$ cat config.mk
export PLATFORM = sky130hd
export DESIGN_NAME = canlp_top
export DESIGN_NICKNAME = d
export VERILOG_FILES = /design/src/design/canlp_pkg.sv /design/src/design/canlp_top.sv
export SDC_FILE = /design/constraint.sdc
export NUM_CORES = 1
export LEC_CHECK = 0
export BUFFER_PORTS_ARGS = -buffer_cell sky130_fd_sc_hd__buf_2
export CAP_MARGIN = 20
export CELL_PAD_IN_SITES_DETAIL_PLACEMENT = 1
export CELL_PAD_IN_SITES_GLOBAL_PLACEMENT = 1
export CORE_ASPECT_RATIO = 1.1
export CORE_MARGIN = 2
export CORE_UTILIZATION = 33
export CTS_CLUSTER_DIAMETER = 40
export DETAILED_ROUTE_END_ITERATION = 10
export PLACE_DENSITY = 0.87
export SYNTH_ARGS = -nofsm -noshare
export SYNTH_HDL_FRONTEND = slang
export SYNTH_SLANG_ARGS = --single-unit
export TNS_END_PERCENT = 100
$ cat constraint.sdc
create_clock -name clock -period 2.5 [get_ports clock]
set_input_delay 0.5 -clock clock [delete_from_list [all_inputs] [get_ports clock]]
set_output_delay 0.5 -clock clock [all_outputs]
set_load 0.05 [all_outputs]
$ cat src/design/canlp_pkg.sv
/*
  canlp_pkg: constants and types for the can low-power mode controller.
  assumes: used only as canlp_pkg::name, never imported.
*/
`default_nettype none
package canlp_pkg;
	// ------------------------------------------------------------
	// register map (byte addresses, one 32-bit word each)
	// ------------------------------------------------------------
	localparam int ADDR_W = 8;
	localparam logic [7:0] OFS_CTRL = 8'h00; // control bits
	localparam logic [7:0] OFS_STATUS = 8'h04; // mode and sync state, read only
	localparam logic [7:0] OFS_FLAG = 8'h08; // wakeup flag, write one to clear

	// control field positions
	localparam int CTRL_SLEEP_RQ = 0;
	localparam int CTRL_SOFT_RST = 1;
	localparam int CTRL_WAKE_IE = 2;
	localparam int CTRL_FILT_SEL = 3;
	localparam int CTRL_LINK_EN = 4;
	// status field positions
	localparam int STAT_SLEEP_ACK = 0;
	localparam int STAT_MODE_LSB = 1; // four bits of one-hot mode
	localparam int STAT_SYNCED = 5;
	localparam int FLAG_WAKE = 0;

	// reset values
	localparam logic SLEEP_RQ_RST = 1'b0;
	localparam logic SOFT_RST_RST = 1'b1; // comes up stopped for configuration
	localparam logic WAKE_IE_RST = 1'b0;
	localparam logic FILT_SEL_RST = 1'b0;
	localparam logic LINK_EN_RST = 1'b0;

	// axi responses
	localparam logic [1:0] RESP_OKAY = 2'h0;
	localparam logic [1:0] RESP_SLVERR = 2'h2;
	localparam logic [1:0] RESP_DECERR = 2'h3;

	// ------------------------------------------------------------
	// timing
	// ------------------------------------------------------------
	localparam int RESYNC_BITS = 11; // recessive bits before joining the bus
	localparam int FILT_CYCLES = 16; // least low time accepted as wakeup

	// one-hot controller modes
	typedef enum logic [3:0] {
		MODE_NORMAL = 4'h1,
		MODE_SLEEP = 4'h2,
		MODE_SOFTRST = 4'h4,
		MODE_PWRDN = 4'h8
	} canlp_mode_e;

	// software control bits travel together
	typedef struct packed {
		logic link_en;
		logic filt_sel;
		logic wake_ie;
		logic soft_rst;
		logic sleep_rq;
	} canlp_ctrl_s;
endpackage
`default_nettype wire

$ cat src/design/canlp_top.sv
/*
  canlp_top: power-state, wakeup, resync and timer-link control around a can core.
  assumes: protocol core supplies busy levels, a bit-time tick and a valid-frame
  pulse on the same clock; can_rx comes straight from a pin; axi4-lite master.
*/
// The AXI4-Lite slave port and the address map were decided locally.
// Function
// - mode from cpu stop, ack and soft reset
// - gate core clocks; power-down gates all
// - wakeup interrupt needs ack and enable; code also sets it from activity in power-down, with no ack
// - sleep deferred until transmit and receive idle
// - acknowledge held high throughout sleep
// - bus-off recovery count paused while asleep
// - transmit recessive in sleep and power-down
// - sleep allows buffer access, no copy/abort
// - wake on activity, request clear, soft reset
// - request clear ignored until acknowledged
// - wait eleven recessive bits after wakeup
// - pending actions and bus-off count resume
// - soft reset halts traffic, registers stay
// - power-down aborts traffic, blocks register access
// - activity wakes cpu; ignore until synced
// - cpu wait keeps core active, irq exits
// - optional glitch filter on receive in sleep
// - one-bit timer pulse after valid frame
// - link enable routes pulse to capture channel
// - flag cleared by one, if condition gone
`timescale 1ns/10ps
`default_nettype none
module canlp_top (
	// clock and reset
	input wire logic clock,
	input wire logic rst,
	// axi4-lite write
	input wire logic [canlp_pkg::ADDR_W-1:0] s_axi_awaddr,
	input wire logic s_axi_awvalid,
	output logic s_axi_awready,
	input wire logic [31:0] s_axi_wdata,
	input wire logic [3:0] s_axi_wstrb,
	input wire logic s_axi_wvalid,
	output logic s_axi_wready,
	output logic [1:0] s_axi_bresp,
	output logic s_axi_bvalid,
	input wire logic s_axi_bready,
	// axi4-lite read
	input wire logic [canlp_pkg::ADDR_W-1:0] s_axi_araddr,
	input wire logic s_axi_arvalid,
	output logic s_axi_arready,
	output logic [31:0] s_axi_rdata,
	output logic [1:0] s_axi_rresp,
	output logic s_axi_rvalid,
	input wire logic s_axi_rready,
	// cpu state
	input wire logic cpu_stop,
	input wire logic cpu_wait,
	output logic cpu_stop_wake,
	output logic cpu_wait_exit,
	// protocol core
	input wire logic core_tx_pending,
	input wire logic core_rx_busy,
	input wire logic core_bus_off,
	input wire logic core_bit_tick,
	input wire logic core_frame_ok,
	input wire logic core_irq,
	input wire logic core_tx_bit,
	output logic core_rx_bit,
	output logic core_clk_en,
	output logic reg_clk_en,
	output logic core_halt,
	output logic core_pending_en,
	output logic busoff_count_en,
	// pins and links
	input wire logic can_rx,
	output logic can_tx,
	output logic wakeup_irq,
	output logic capture_ch0
);
	// ------------------------------------------------------------
	// state
	// ------------------------------------------------------------
	canlp_pkg::canlp_mode_e mode_reg, mode_next; // controller mode
	canlp_pkg::canlp_ctrl_s ctrl_reg, ctrl_next; // software control bits
	logic wake_flag_reg, wake_flag_next; // sticky wakeup flag
	logic synced_reg, synced_next; // eleven recessive bits seen
	logic [3:0] resync_cnt_reg, resync_cnt_next; // recessive bit count
	logic [7:0] filt_cnt_reg, filt_cnt_next; // low time in cycles
	logic rx_s1_reg, rx_s2_reg, rx_s3_reg; // pin synchroniser
	logic rx_level_reg, rx_level_next; // settled receive level
	logic pulse_arm_reg, pulse_arm_next; // frame seen, wait for bit edge
	logic pulse_reg, pulse_next; // one bit time pulse
	logic bvalid_reg, bvalid_next;
	logic [1:0] bresp_reg, bresp_next;
	logic rvalid_reg, rvalid_next;
	logic [1:0] rresp_reg, rresp_next;
	logic [31:0] rdata_reg, rdata_next;
	logic activity; // wakeup-qualified bus activity
	logic wr_go, rd_go; // bus transfers taken this cycle
	logic asleep; // sleep or power-down

	localparam logic [3:0] RESYNC_LAST = 4'(canlp_pkg::RESYNC_BITS - 1);
	localparam logic [7:0] FILT_LAST = 8'(canlp_pkg::FILT_CYCLES - 1);

	// ------------------------------------------------------------
	// receive pin synchroniser: change counts when stages 2 and 3 agree
	// ------------------------------------------------------------
	always_comb
	begin
		rx_level_next = rx_level_reg;
		if (rx_s2_reg == rx_s3_reg)
			rx_level_next = rx_s3_reg;
	end

	always_ff @(posedge clock or posedge rst)
	begin
		if (rst)
		begin
			rx_s1_reg <= 1'b1; // recessive idle
			rx_s2_reg <= 1'b1;
			rx_s3_reg <= 1'b1;
			rx_level_reg <= 1'b1;
		end
		else
		begin
			rx_s1_reg <= can_rx;
			rx_s2_reg <= rx_s1_reg;
			rx_s3_reg <= rx_s2_reg;
			rx_level_reg <= rx_level_next;
		end
	end

	// ------------------------------------------------------------
	// wakeup detect, with optional low-pass filter
	// ------------------------------------------------------------
	assign asleep = (mode_reg == canlp_pkg::MODE_SLEEP) || (mode_reg == canlp_pkg::MODE_PWRDN);

	// filter needs the line low a fixed number of cycles; a glitch restarts it
	always_comb
	begin
		filt_cnt_next = 8'h00;
		if (asleep && !rx_level_reg && filt_cnt_reg != FILT_LAST)
			filt_cnt_next = filt_cnt_reg + 8'h01;
		else if (asleep && !rx_level_reg)
			filt_cnt_next = filt_cnt_reg;
	end

	// unfiltered wake reacts to the first settled dominant level
	assign activity = asleep && !rx_level_reg &&
		(!ctrl_reg.filt_sel || filt_cnt_reg == FILT_LAST);

	// ------------------------------------------------------------
	// mode machine and software control bits
	// ------------------------------------------------------------
	assign wr_go = s_axi_awvalid && s_axi_wvalid && !bvalid_reg;
	assign rd_go = s_axi_arvalid && !rvalid_reg;

	always_comb
	begin
		canlp_pkg::canlp_ctrl_s wr_ctrl;
		wr_ctrl = ctrl_reg;
		ctrl_next = ctrl_reg;
		mode_next = mode_reg;
		wake_flag_next = wake_flag_reg;
		// control write; power-down blocks every register access
		if (wr_go && mode_reg != canlp_pkg::MODE_PWRDN &&
			s_axi_awaddr == canlp_pkg::OFS_CTRL && s_axi_wstrb[0])
		begin
			wr_ctrl = s_axi_wdata[4:0];
			ctrl_next = wr_ctrl;
			// withdrawing the request only counts once acknowledged
			if (!wr_ctrl.sleep_rq && mode_reg != canlp_pkg::MODE_SLEEP)
				ctrl_next.sleep_rq = ctrl_reg.sleep_rq;
		end
		// mode selection; cpu stop overrides everything
		unique case (mode_reg)
			canlp_pkg::MODE_NORMAL:
			begin
				if (ctrl_next.soft_rst)
					mode_next = canlp_pkg::MODE_SOFTRST;
				else if (ctrl_reg.sleep_rq && !core_tx_pending && !core_rx_busy)
					mode_next = canlp_pkg::MODE_SLEEP;
			end
			canlp_pkg::MODE_SLEEP:
			begin
				if (ctrl_next.soft_rst)
					mode_next = canlp_pkg::MODE_SOFTRST;
				else if (!ctrl_next.sleep_rq)
					mode_next = canlp_pkg::MODE_NORMAL;
				else if (activity)
				begin
					mode_next = canlp_pkg::MODE_NORMAL;
					ctrl_next.sleep_rq = 1'b0; // bus wake ends the request too
				end
			end
			canlp_pkg::MODE_SOFTRST:
			begin
				if (!ctrl_next.soft_rst)
					mode_next = canlp_pkg::MODE_NORMAL;
			end
			canlp_pkg::MODE_PWRDN:
			begin
				mode_next = ctrl_reg.soft_rst ? canlp_pkg::MODE_SOFTRST : canlp_pkg::MODE_NORMAL;
			end
			default:
			begin
				mode_next = canlp_pkg::MODE_SOFTRST; // illegal code recovers stopped
			end
		endcase
		if (cpu_stop)
			mode_next = canlp_pkg::MODE_PWRDN;
		// wakeup flag: set wins over a clear in the same cycle
		if (wr_go && mode_reg != canlp_pkg::MODE_PWRDN &&
			s_axi_awaddr == canlp_pkg::OFS_FLAG && s_axi_wstrb[0] &&
			s_axi_wdata[canlp_pkg::FLAG_WAKE] && !activity)
			wake_flag_next = 1'b0;
		if (activity && ctrl_reg.wake_ie)
			wake_flag_next = 1'b1;
	end

	always_ff @(posedge clock or posedge rst)
	begin
		if (rst)
		begin
			mode_reg <= canlp_pkg::MODE_SOFTRST;
			ctrl_reg <= '{link_en: canlp_pkg::LINK_EN_RST, filt_sel: canlp_pkg::FILT_SEL_RST,
				wake_ie: canlp_pkg::WAKE_IE_RST, soft_rst: canlp_pkg::SOFT_RST_RST,
				sleep_rq: canlp_pkg::SLEEP_RQ_RST};
			wake_flag_reg <= 1'b0;
			filt_cnt_reg <= 8'h00;
		end
		else
		begin
			mode_reg <= mode_next;
			ctrl_reg <= ctrl_next;
			wake_flag_reg <= wake_flag_next;
			filt_cnt_reg <= filt_cnt_next;
		end
	end

	// ------------------------------------------------------------
	// bus resynchronisation after wake or stop
	// ------------------------------------------------------------
	// any mode but normal drops sync; a dominant bit restarts the count
	always_comb
	begin
		synced_next = synced_reg;
		resync_cnt_next = resync_cnt_reg;
		if (mode_reg != canlp_pkg::MODE_NORMAL)
		begin
			synced_next = 1'b0;
			resync_cnt_next = 4'h0;
		end
		else if (!synced_reg && core_bit_tick)
		begin
			if (!rx_level_reg)
				resync_cnt_next = 4'h0;
			else if (resync_cnt_reg == RESYNC_LAST)
				synced_next = 1'b1;
			else
				resync_cnt_next = resync_cnt_reg + 4'h1;
		end
	end

	always_ff @(posedge clock or posedge rst)
	begin
		if (rst)
		begin
			synced_reg <= 1'b0;
			resync_cnt_reg <= 4'h0;
		end
		else
		begin
			synced_reg <= synced_next;
			resync_cnt_reg <= resync_cnt_next;
		end
	end

	// ------------------------------------------------------------
	// timer link: pulse from one bit edge to the next after a valid frame
	// ------------------------------------------------------------
	always_comb
	begin
		pulse_arm_next = pulse_arm_reg;
		pulse_next = pulse_reg;
		if (core_bit_tick)
		begin
			pulse_next = pulse_arm_reg;
			pulse_arm_next = 1'b0;
		end
		if (core_frame_ok && mode_reg == canlp_pkg::MODE_NORMAL)
			pulse_arm_next = 1'b1;
	end

	always_ff @(posedge clock or posedge rst)
	begin
		if (rst)
		begin
			pulse_arm_reg <= 1'b0;
			pulse_reg <= 1'b0;
		end
		else
		begin
			pulse_arm_reg <= pulse_arm_next;
			pulse_reg <= pulse_next;
		end
	end

	// ------------------------------------------------------------
	// axi4-lite answers, one cycle after the request is taken
	// ------------------------------------------------------------
	always_comb
	begin
		bvalid_next = bvalid_reg && !s_axi_bready;
		bresp_next = bresp_reg;
		rvalid_next = rvalid_reg && !s_axi_rready;
		rresp_next = rresp_reg;
		rdata_next = rdata_reg;
		if (wr_go)
		begin
			bvalid_next = 1'b1;
			if (mode_reg == canlp_pkg::MODE_PWRDN)
				bresp_next = canlp_pkg::RESP_SLVERR;
			else if (s_axi_awaddr == canlp_pkg::OFS_CTRL || s_axi_awaddr == canlp_pkg::OFS_FLAG ||
				s_axi_awaddr == canlp_pkg::OFS_STATUS)
				bresp_next = canlp_pkg::RESP_OKAY;
			else
				bresp_next = canlp_pkg::RESP_DECERR;
		end
		if (rd_go)
		begin
			rvalid_next = 1'b1;
			rresp_next = canlp_pkg::RESP_OKAY;
			rdata_next = 32'h0000_0000;
			if (mode_reg == canlp_pkg::MODE_PWRDN)
				rresp_next = canlp_pkg::RESP_SLVERR;
			else if (s_axi_araddr == canlp_pkg::OFS_CTRL)
				rdata_next[4:0] = ctrl_reg;
			else if (s_axi_araddr == canlp_pkg::OFS_STATUS)
			begin
				rdata_next[canlp_pkg::STAT_SLEEP_ACK] = (mode_reg == canlp_pkg::MODE_SLEEP);
				rdata_next[canlp_pkg::STAT_MODE_LSB +: 4] = mode_reg;
				rdata_next[canlp_pkg::STAT_SYNCED] = synced_reg;
			end
			else if (s_axi_araddr == canlp_pkg::OFS_FLAG)
				rdata_next[canlp_pkg::FLAG_WAKE] = wake_flag_reg;
			else
				rresp_next = canlp_pkg::RESP_DECERR;
		end
	end

	always_ff @(posedge clock or posedge rst)
	begin
		if (rst)
		begin
			bvalid_reg <= 1'b0;
			bresp_reg <= 2'h0;
			rvalid_reg <= 1'b0;
			rresp_reg <= 2'h0;
			rdata_reg <= 32'h0000_0000;
		end
		else
		begin
			bvalid_reg <= bvalid_next;
			bresp_reg <= bresp_next;
			rvalid_reg <= rvalid_next;
			rresp_reg <= rresp_next;
			rdata_reg <= rdata_next;
		end
	end

	assign s_axi_awready = wr_go;
	assign s_axi_wready = wr_go;
	assign s_axi_bvalid = bvalid_reg;
	assign s_axi_bresp = bresp_reg;
	assign s_axi_arready = rd_go;
	assign s_axi_rvalid = rvalid_reg;
	assign s_axi_rresp = rresp_reg;
	assign s_axi_rdata = rdata_reg;

	// ------------------------------------------------------------
	// outputs to core, cpu and pins
	// ------------------------------------------------------------
	assign core_clk_en = (mode_reg == canlp_pkg::MODE_NORMAL);
	assign reg_clk_en = (mode_reg != canlp_pkg::MODE_PWRDN);
	assign core_halt = (mode_reg == canlp_pkg::MODE_SOFTRST) ||
		(mode_reg == canlp_pkg::MODE_PWRDN);
	// copies, aborts and queued sends run only once back on the bus
	assign core_pending_en = core_clk_en && synced_reg;
	assign busoff_count_en = core_bus_off && core_clk_en && core_bit_tick && rx_level_reg;
	// an unsynced core sees an idle line, so the waking frame is lost
	assign core_rx_bit = synced_reg ? rx_level_reg : 1'b1;
	assign can_tx = core_pending_en ? core_tx_bit : 1'b1;
	assign cpu_stop_wake = cpu_stop && !rx_level_reg;
	assign cpu_wait_exit = cpu_wait && core_irq && core_clk_en;
	assign wakeup_irq = wake_flag_reg && ctrl_reg.wake_ie &&
		(mode_reg != canlp_pkg::MODE_PWRDN || cpu_stop);
	assign capture_ch0 = pulse_reg && ctrl_reg.link_en;
endmodule // canlp_top
`default_nettype wire

==> impl_metrics.json, run 1 <==
{
  "final_max_slew_viol_count": 0,
  "yosysWarnings": 0,
  "endpoint_kind": "output port",
  "max_slew_margin_pct": 65.6,
  "rr_worst_depth": 6,
  "drc": 0,
  "cp.required_ns": 2.00,
  "ys_seq_area_share_pct": 43.4,
  "drive_gt1_share_pct": 29.8,
  "ctsHoldBuffers": 0,
  "wl_per_cell_um": 14.4,
  "startpoint_type": "register",
  "synth_top_area_share_pct": 36.8,
  "setup_viol": 0,
  "switching_share_pct": 33.2,
  "via_per_inst": 4.99,
  "core-area_mm2": 0.00701,
  "synth_mux_area_share_pct": 4.89,
  "p_switching_uw": 553,
  "synth-edff-count": 0,
  "cts_buffer_depth": 2,
  "drt_iter0_drc": 60,
  "post-route-util_pct": 39.9,
  "die_w_um": 85.0,
  "path_buf_inv": 2,
  "synth_area_leaders": "dfrtp_1 37%, buf_4 8.5%, dfstp_2 6.6%",
  "cts_tree": "done",
  "timing.critical_path.cells": "nor2_1 -> nand3b_1 -> inv_2 -> and2_2 -> nand2b_1 -> buf_2",
  "grt_pass1_vias": 2033,
  "power_mw": 1.67,
  "die-area_mm2": 0.00791,
  "clock_latency_ns": 0.29,
  "synth_area_per_cell_um2": 9.63,
  "worst_pin_slew_ns": 0.517,
  "ys_types": 54,
  "hold_violations": 0,
  "pwr-share-comb_pct": 23.0,
  "dpl.hpwl_um": 4370,
  "vias": 1965,
  "slowest_delay_ns": 0.63,
  "numCtsBuffers": 5,
  "p_int_mw": 1.11,
  "min_path_type": "primary input to register",
  "netlist_instances": 247,
  "drt-pass1-iter-count": 4,
  "fmax_ghz": 0.435,
  "gp_congestion": 0.811,
  "overflow": 0,
  "h-tree-depth": 2,
  "n_antenna_cell": 0,
  "hold_path_depth": 1,
  "p_per_area_mw_per_mm2": 597,
  "outcome": "complete, no violations",
  "r2r-start": "mode_reg[2]",
  "grt_usage_pct": 14.9,
  "power_frac_clock_pct": 33.2,
  "critPathTopFamily": "flip-flops",
  "worstPathMaxFanout": 7,
  "finalCritPeriodShare_pct": 91.9,
  "post_cts_buffers": 0,
  "critPathKind": "register to output port",
  "pwr-share-seq_pct": 43.8,
  "areaGrowthSynthToFinish_pct": 17.4,
  "netlist_area_mm2": 0.00238,
  "power.leakage_nw": 1.35,
  "die-height_um": 93.1,
  "final_cell_mix": "64 x buf_2, 35 x dfrtp_1, 26 x conb_1, 20 x nand2_1, 18 x nor2_1",
  "grt_pass1_wl_um": 9520,
  "final_common_cell": "buf_2",
  "cts_resized": 0,
  "cts_root_buf": "clkbuf_8",
  "start_util_pct": 34.0,
  "hold_path_startpoint": "can_rx",
  "drv_cap": 0,
  "synth-xor-area-share_pct": 2.21,
  "final.setup_skew_ns": 0.00783,
  "finalNetCount": 380,
  "antenna_found_initial": 0,
  "synthSimpleGateAreaFrac_pct": 23.9,
  "ir_drop_mv": 0.262,
  "synth_compound_area_share_pct": 11.1,
  "fin_crit_ns": 2.30,
  "synthArstFlopShare_pct": 100,
  "setup_tns_ns": 0,
  "largest_reg_flops": 8,
  "synth-adder-area-share_pct": 2.00,
  "portBuffers": 64,
  "yosysTopAreaCell": "dfrtp_1",
  "crit_slowest_cell": "dfstp_2",
  "nFillCells": 830,
  "grt_setup_unrepaired": "no",
  "num_rows": 32,
  "synth_top_family_by_area": "simple AND/OR/NAND/NOR gates",
  "path_clk_slew_ns": 0.08,
  "hold_path_end": "rx_s1_reg",
  "ant_nets": 0,
  "critical_path_arrival_ns": 1.80,
  "grt_max_degree": 42,
  "wirelength_um": 5680,
  "rrSetupSlack_ns": 0.44,
  "synth-seq-cells": 41,
  "num_io_pins": 121,
  "synth_ff_type": "dfrtp_1",
  "cts.sinks": 41,
  "timing.rr.end": "mode_reg[0]"
}
worst max path at each step:
stage | slack (ns) | start | cells past startpoint | endpoint
5_1_grt | 0.1 | mode_reg[2] | 6 | can_tx
3_3_place_gp | 0.25 | s_axi_awaddr[1] | 6 | mode_reg[0]
2_1_floorplan | 0.09 | s_axi_bvalid | 6 | mode_reg[0]
4_1_cts | 0.16 | mode_reg[2] | 6 | can_tx
3_5_place_dp | 0.24 | s_axi_awaddr[1] | 6 | mode_reg[0]
6_report | 0.20 | mode_reg[2] | 6 | can_tx
synth_stat cells (all sizes together), types with 2 or more instances:
master   n
inv     12
buf     30
and2     3
nor4     4
nand3b   3
xor2     2
nand2   20
nor2    18
mux2i    6
a31oi    3
clkbuf   7
ha       3
a21o     2
o31ai    2
xnor2    4
o21ai   16
nor3b    5
mux2     5
a211oi   2
nor3     6
or4b     2
nor2b    2
nand4    3
dfstp    6
or3      2
nand2b   2
a21oi   11
nand3   10
dfrtp   35
nor4b    3
and3     6
logic make-up after synthesis:
group                      after synthesis
buffers and inverters                   49
and+or+nand+nor                         92
other                                    1
xor gates and xnor gates                 6
adders and majority gates                4
DFF                                     41
AOI/OAI and AO/OA                       43
muxes                                   11
metal layers:
layer / wire (um) / track usage (%)
met5: 0 / 0
met4: 50 / 4.76
met3: 237 / 2.21
met2: 3030 / 27.5
met1: 2360 / 17.6
power groups by stage:
stage / clock (mW) / sequential (mW) / combinational, mW
floorplan: 0 / 0.775 / 0.288
global placement: 0 / 0.740 / 0.377
detailed placement: 0 / 0.742 / 0.385
CTS: 0.570 / 0.730 / 0.388
global route: 0.597 / 0.735 / 0.412
finish: 0.554 / 0.730 / 0.384
cell type report:
class / instances / area [um^2] / area share [%]
clock buffers: 6 / 82.6 / 2.96
repair buffers: 66 / 335 / 12.0
multi-input cells: 182 / 1150 / 41.2
flip-flops and latches: 41 / 1030 / 37.0
well taps: 85 / 106 / 3.81
inverters: 12 / 47.5 / 1.70
clock inverters: 2 / 37.5 / 1.34
through the flow:
step	std cells	setup WS [ns]	hold slack, ns	area, um^2
6_report	394	0.203	0.310	2790
5_1_grt	394	0.0960	0.286	2790
2_1_floorplan	272	0.0859	0.345	2470
3_5_place_dp	386	0.244	0.349	2670
3_3_place_gp	386	0.249	0.347	2670
4_1_cts	394	0.160	0.298	2790
Power figures use the tool's default switching activity.
==> inputs of run 2 (changes only) <==
- ABC_AREA: unset -> 1
- CORE_UTILIZATION: 33 -> 32
- HOLD_SLACK_MARGIN: unset -> 0.08
- PLACE_DENSITY: 0.87 -> 0.88
==> impl_metrics.json, run 2 <==
{
  "power_mw": 1.63,
  "yosysWarnings": 0,
  "vias": 2079,
  "drv_cap": 0,
  "setup_viol": 0,
  "r2r-start": "filt_cnt_reg[0]",
  "core-area_mm2": 0.00709,
  "synth_ff_type": "dfrtp_1",
  "power.leakage_nw": 1.50,
  "ant_nets": 0,
  "ys_seq_area_share_pct": 43.9,
  "grt_setup_unrepaired": "no",
  "start_util_pct": 33.2,
  "ir_drop_mv": 0.244,
  "die_w_um": 85.8,
  "min_path_type": "primary input to register",
  "synth-seq-cells": 41,
  "setup_tns_ns": 0,
  "die-area_mm2": 0.00806,
  "yosysTopAreaCell": "dfrtp_1",
  "rrSetupSlack_ns": 0.73,
  "drt_iter0_drc": 85,
  "synthTopCellsByCount": "44 x nand2_1, 40 x inv_1, 35 x dfrtp_1",
  "largest_reg_flops": 8,
  "fmax_ghz": 0.468,
  "final.setup_skew_ns": 0.0126,
  "netlist_instances": 285,
  "synth_area_per_cell_um2": 8.26,
  "n_antenna_cell": 0,
  "critPathKind": "register to output port",
  "post-route-util_pct": 39.3,
  "cts_root_buf": "clkbuf_8",
  "endpoint_kind": "output port",
  "cts_buffer_depth": 2,
  "max_slew_margin_pct": 62.1,
  "grt_pass1_wl_um": 10400,
  "antenna_found_initial": 0,
  "synthArstFlopShare_pct": 100,
  "synth_area_leaders": "dfrtp_1 37%, buf_4 8.6%, nand2_1 7.0%",
  "outcome": "finished with violations",
  "die-height_um": 94.0,
  "wirelength_um": 6320,
  "crit_start": "mode_reg[0]",
  "ys_types": 37,
  "grt_pass1_vias": 2248,
  "post-place-ws_ns": 0.659,
  "areaGrowthSynthToFinish_pct": 18.4,
  "grt_max_degree": 42,
  "cts_tree": "done",
  "wl_per_cell_um": 14.3,
  "hold_violations": 0,
  "startpoint_type": "register",
  "worst_pin_slew_ns": 0.554,
  "grt_usage_pct": 16.7,
  "p_per_area_mw_per_mm2": 586,
  "h-tree-depth": 2,
  "num_rows": 32,
  "synth-edff-count": 0,
  "synth.most_common_cell": "nand2_1",
  "netlist_area_mm2": 0.00235,
  "num_io_pins": 121,
  "ctsHoldBuffers": 0,
  "post_cts_buffers": 0,
  "path_clk_slew_ns": 0.09,
  "whs_ns": 0.279,
  "final_cell_mix": "64 x buf_2, 44 x nand2_1, 40 x inv_1, 35 x dfrtp_1, 32 x nor2_1",
  "post-route-cell-area_mm2": 0.00279,
  "cts_resized": 0,
  "clock_latency_ns": 0.31,
  "drt-pass1-iter-count": 10,
  "hold_path_startpoint": "can_rx",
  "final_common_cell": "buf_2",
  "drive_gt1_share_pct": 29.4,
  "overflow": 0,
  "numCtsBuffers": 5,
  "nFillCells": 912,
  "portBuffers": 64,
  "dp.cells": 434,
  "fin_crit_ns": 2.14,
  "finalNetCount": 428,
  "cts.sinks": 41,
  "synth_top_area_share_pct": 37.2,
  "post_dp_cell_area_mm2": 0.00269,
  "dpl.hpwl_um": 4970,
  "via_per_inst": 4.70,
  "gp_congestion": 0.801,
  "cp.required_ns": 2.00,
  "instances_no_fill": 442,
  "finalCritPeriodShare_pct": 85.4,
  "worstPathMaxFanout": 6,
  "violations": "design-rule violations",
  "critical_path_arrival_ns": 1.64,
  "final_max_slew_viol_count": 0,
  "drc": 5,
  "timing.final.ws_setup_ns": 0.364
}
[run 2: area by class of cell]
type | instances | area, um^2 | share of cell area (%)
Clock buffer | 6 | 82.6 | 2.96
Clock inverter | 2 | 13.8 | 0.494
Inverter | 41 | 154 | 5.52
Multi-Input combinational cell | 200 | 1050 | 37.8
Sequential cell | 41 | 1030 | 37.1
Tap cell | 85 | 106 | 3.82
Timing Repair Buffer | 67 | 343 | 12.3
[run 2: kinds of logic after synthesis]
kind of cell	Yosys count	share of synthesized area, %
buffers and inverters	69	15.3
AND/OR/NAND/NOR	123	25.5
AO/OA/AOI/OAI	40	10.4
other	1	0.159
XOR/XNOR	5	1.86
multiplexers	2	0.956
flip-flops	41	43.9
adder cells (fa/ha/maj)	4	2.02
[run 2: path summary, 6_finish.rpt]
kind                                          end  depth (start not counted)
worst max-delay path                   wakeup_irq                          5
worst min-delay path                    rx_s1_reg                          1
worst max register to register        mode_reg[1]                         10
worst min register to register          rx_s2_reg                          0
max in group asynchronous             mode_reg[2]                          3
min in group asynchronous       resync_cnt_reg[3]                          3
[run 2: power by group]
group	total, mW	leakage [nW]	internal (mW)	switching (mW)
clock network	0.475	0.0512	0.224	0.251
registers	0.729	0.518	0.702	0.0267
logic	0.431	0.931	0.0927	0.338
[run 2: worst max-delay path, cell delays in order (launching register included)]
cell      delay (ns)
dfrtp_1         0.44
nor2_2          0.26
nand2_2         0.18
o211ai_1        0.20
inv_1           0.06
buf_2           0.21
[run 2: routing by layer]
metal  up-vias  wire length [um]  track usage, %  share of wire (%)
li1       1002                 -               -                  -
met5         -                 0               0                  0
met4         0               168            8.07                2.7
met1      1014              2420            17.8                 38
met2        52              3470            31.7                 55
met3        11               250            2.28                4.0
==> inputs of run 3 (changes only) <==
- CELL_PAD_IN_SITES_DETAIL_PLACEMENT: 1 -> 0
- CELL_PAD_IN_SITES_GLOBAL_PLACEMENT: 1 -> 2
- CORE_UTILIZATION: 32 -> 24
- PLACE_DENSITY: 0.88 -> 0.86
==> impl_metrics.json, run 3 (synthesis gave the netlist of run 2 again) <==
{
  "outcome": "complete, no violations",
  "drt_iter0_drc": 86,
  "numCtsBuffers": 5,
  "clock_latency_ns": 0.29,
  "num_io_pins": 121,
  "final_common_cell": "buf_2",
  "path_clk_slew_ns": 0.09,
  "start_util_pct": 24.9,
  "multi_input_area_mm2": 0.00105,
  "grt_usage_pct": 10.1,
  "cp.required_ns": 2.00,
  "drv_cap": 0,
  "register_area_mm2": 0.00103,
  "die-height_um": 108,
  "gp_congestion": 0.783,
  "areaGrowthSynthToFinish_pct": 19.7,
  "worst_pin_slew_ns": 0.658,
  "die-area_mm2": 0.0106,
  "drc": 0,
  "drt-pass1-iter-count": 4,
  "critPathKind": "register to output port",
  "hold_path_depth": 1,
  "core-area_mm2": 0.00944,
  "grt_setup_unrepaired": "no",
  "drive_gt1_share_pct": 29.4,
  "nFillCells": 1015,
  "setup_tns_ns": 0,
  "hold_violations": 0,
  "grt_pass1_wl_um": 8780,
  "grt_max_degree": 42,
  "timing.final.ws_setup_ns": 0.415,
  "p_per_area_mw_per_mm2": 556,
  "fin_crit_ns": 2.08,
  "post_cts_buffers": 0,
  "num_rows": 37,
  "cts_resized": 0,
  "cts.sinks": 41,
  "portBuffers": 64,
  "ant_nets": 0,
  "largest_reg_flops": 8,
  "endpoint_kind": "output port",
  "critical_path_arrival_ns": 1.58,
  "via_per_inst": 4.12,
  "cts_buffer_depth": 2,
  "power.leakage_nw": 1.49,
  "finalCritPeriodShare_pct": 83.4,
  "fmax_ghz": 0.480,
  "setup_viol": 0,
  "whs_ns": 0.297,
  "finalNetCount": 428,
  "p_switching_uw": 579,
  "ctsHoldBuffers": 0,
  "dpl.hpwl_um": 4260,
  "switching_share_pct": 36.9,
  "wirelength_um": 5220,
  "startpoint_type": "register",
  "h-tree-depth": 2,
  "final_max_slew_viol_count": 0,
  "cts_tree": "done",
  "ir_drop_mv": 0.176,
  "antenna_found_initial": 0,
  "worstPathMaxFanout": 6,
  "vias": 1955,
  "overflow": 0,
  "n_antenna_cell": 0,
  "power_frac_clock_pct": 26.8,
  "wl_per_cell_um": 11.0,
  "cts_root_buf": "clkbuf_8",
  "post-place-ws_ns": 0.722,
  "final_cell_mix": "64 x buf_2, 44 x nand2_1, 40 x inv_1, 35 x dfrtp_1, 32 x nor2_1",
  "die_w_um": 98.4,
  "p_int_uw": 987,
  "max_slew_margin_pct": 55.0,
  "min_path_type": "primary input to register",
  "rr_worst_depth": 10,
  "grt_pass1_vias": 1922,
  "final.setup_skew_ns": 0.0131,
  "pwr-share-comb_pct": 26.9,
  "pwr-share-seq_pct": 46.3
}
==> run 3: changes by cell type in the layout (fill, tap and decap cells not counted) <==
cell        before  now
clkinv_2         1    2
clkbuf_8         6    5
clkinv_4         1    0
clkinvlp_4       0    1
==> run 3: final cells by class <==
class	instances	share of cell area, %
clock buffer	5	2.44
tap	117	5.20
timing repair buffer	67	12.2
inverter	41	5.46
multi-input combinational	200	37.4
clock inverter	3	0.622
sequential	41	36.7
==> run 3: per-layer routing <==
metal / share of wire [%] / global-route usage [%]
met1: 45 / 12.6
met4: 1.6 / 3.62
met5: 0 / 0
met3: 4.6 / 2.01
met2: 49 / 17.5
==> run 3: worst max-delay path: stages, from the launching register on <==
cell and delay, ns:
dfrtp_1 0.43, nor2_2 0.25, nand2_2 0.16, o211ai_1 0.19, inv_1 0.06, buf_2 0.21
==> run 3: power by group through the flow <==
stage / registers [mW] / logic (mW) / clock network (mW)
finish: 0.726 / 0.420 / 0.420
global route: 0.730 / 0.460 / 0.468
CTS: 0.726 / 0.427 / 0.440
detailed placement: 0.739 / 0.426 / 0
global placement: 0.738 / 0.423 / 0
floorplan: 0.783 / 0.307 / 0
==> run 3: worst paths after layout <==
check / startpoint / to / slack [ns]
setup / recovery: mode_reg[0] / wakeup_irq / 0.42
hold / removal: can_rx / rx_s1_reg / 0.30
setup reg to reg: mode_reg[0] / mode_reg[1] / 0.82
hold reg to reg: rx_s1_reg / rx_s2_reg / 0.36
max in group asynchronous: rst / ctrl_reg[1] / 1.81
min in group asynchronous: rst / resync_cnt_reg[0] / 0.32
==> run 3: through the flow <==
stage               total power [mW]  instance area, um^2  cells  utilization (%)
floorplan                       1.09                 2450    310                -
global placement                1.16                 2730    466             28.9
detailed placement              1.16                 2730    466             28.9
CTS                             1.59                 2820    474             29.8
global route                    1.66                 2820    474             29.8
finish                          1.57                 2820    474             29.8
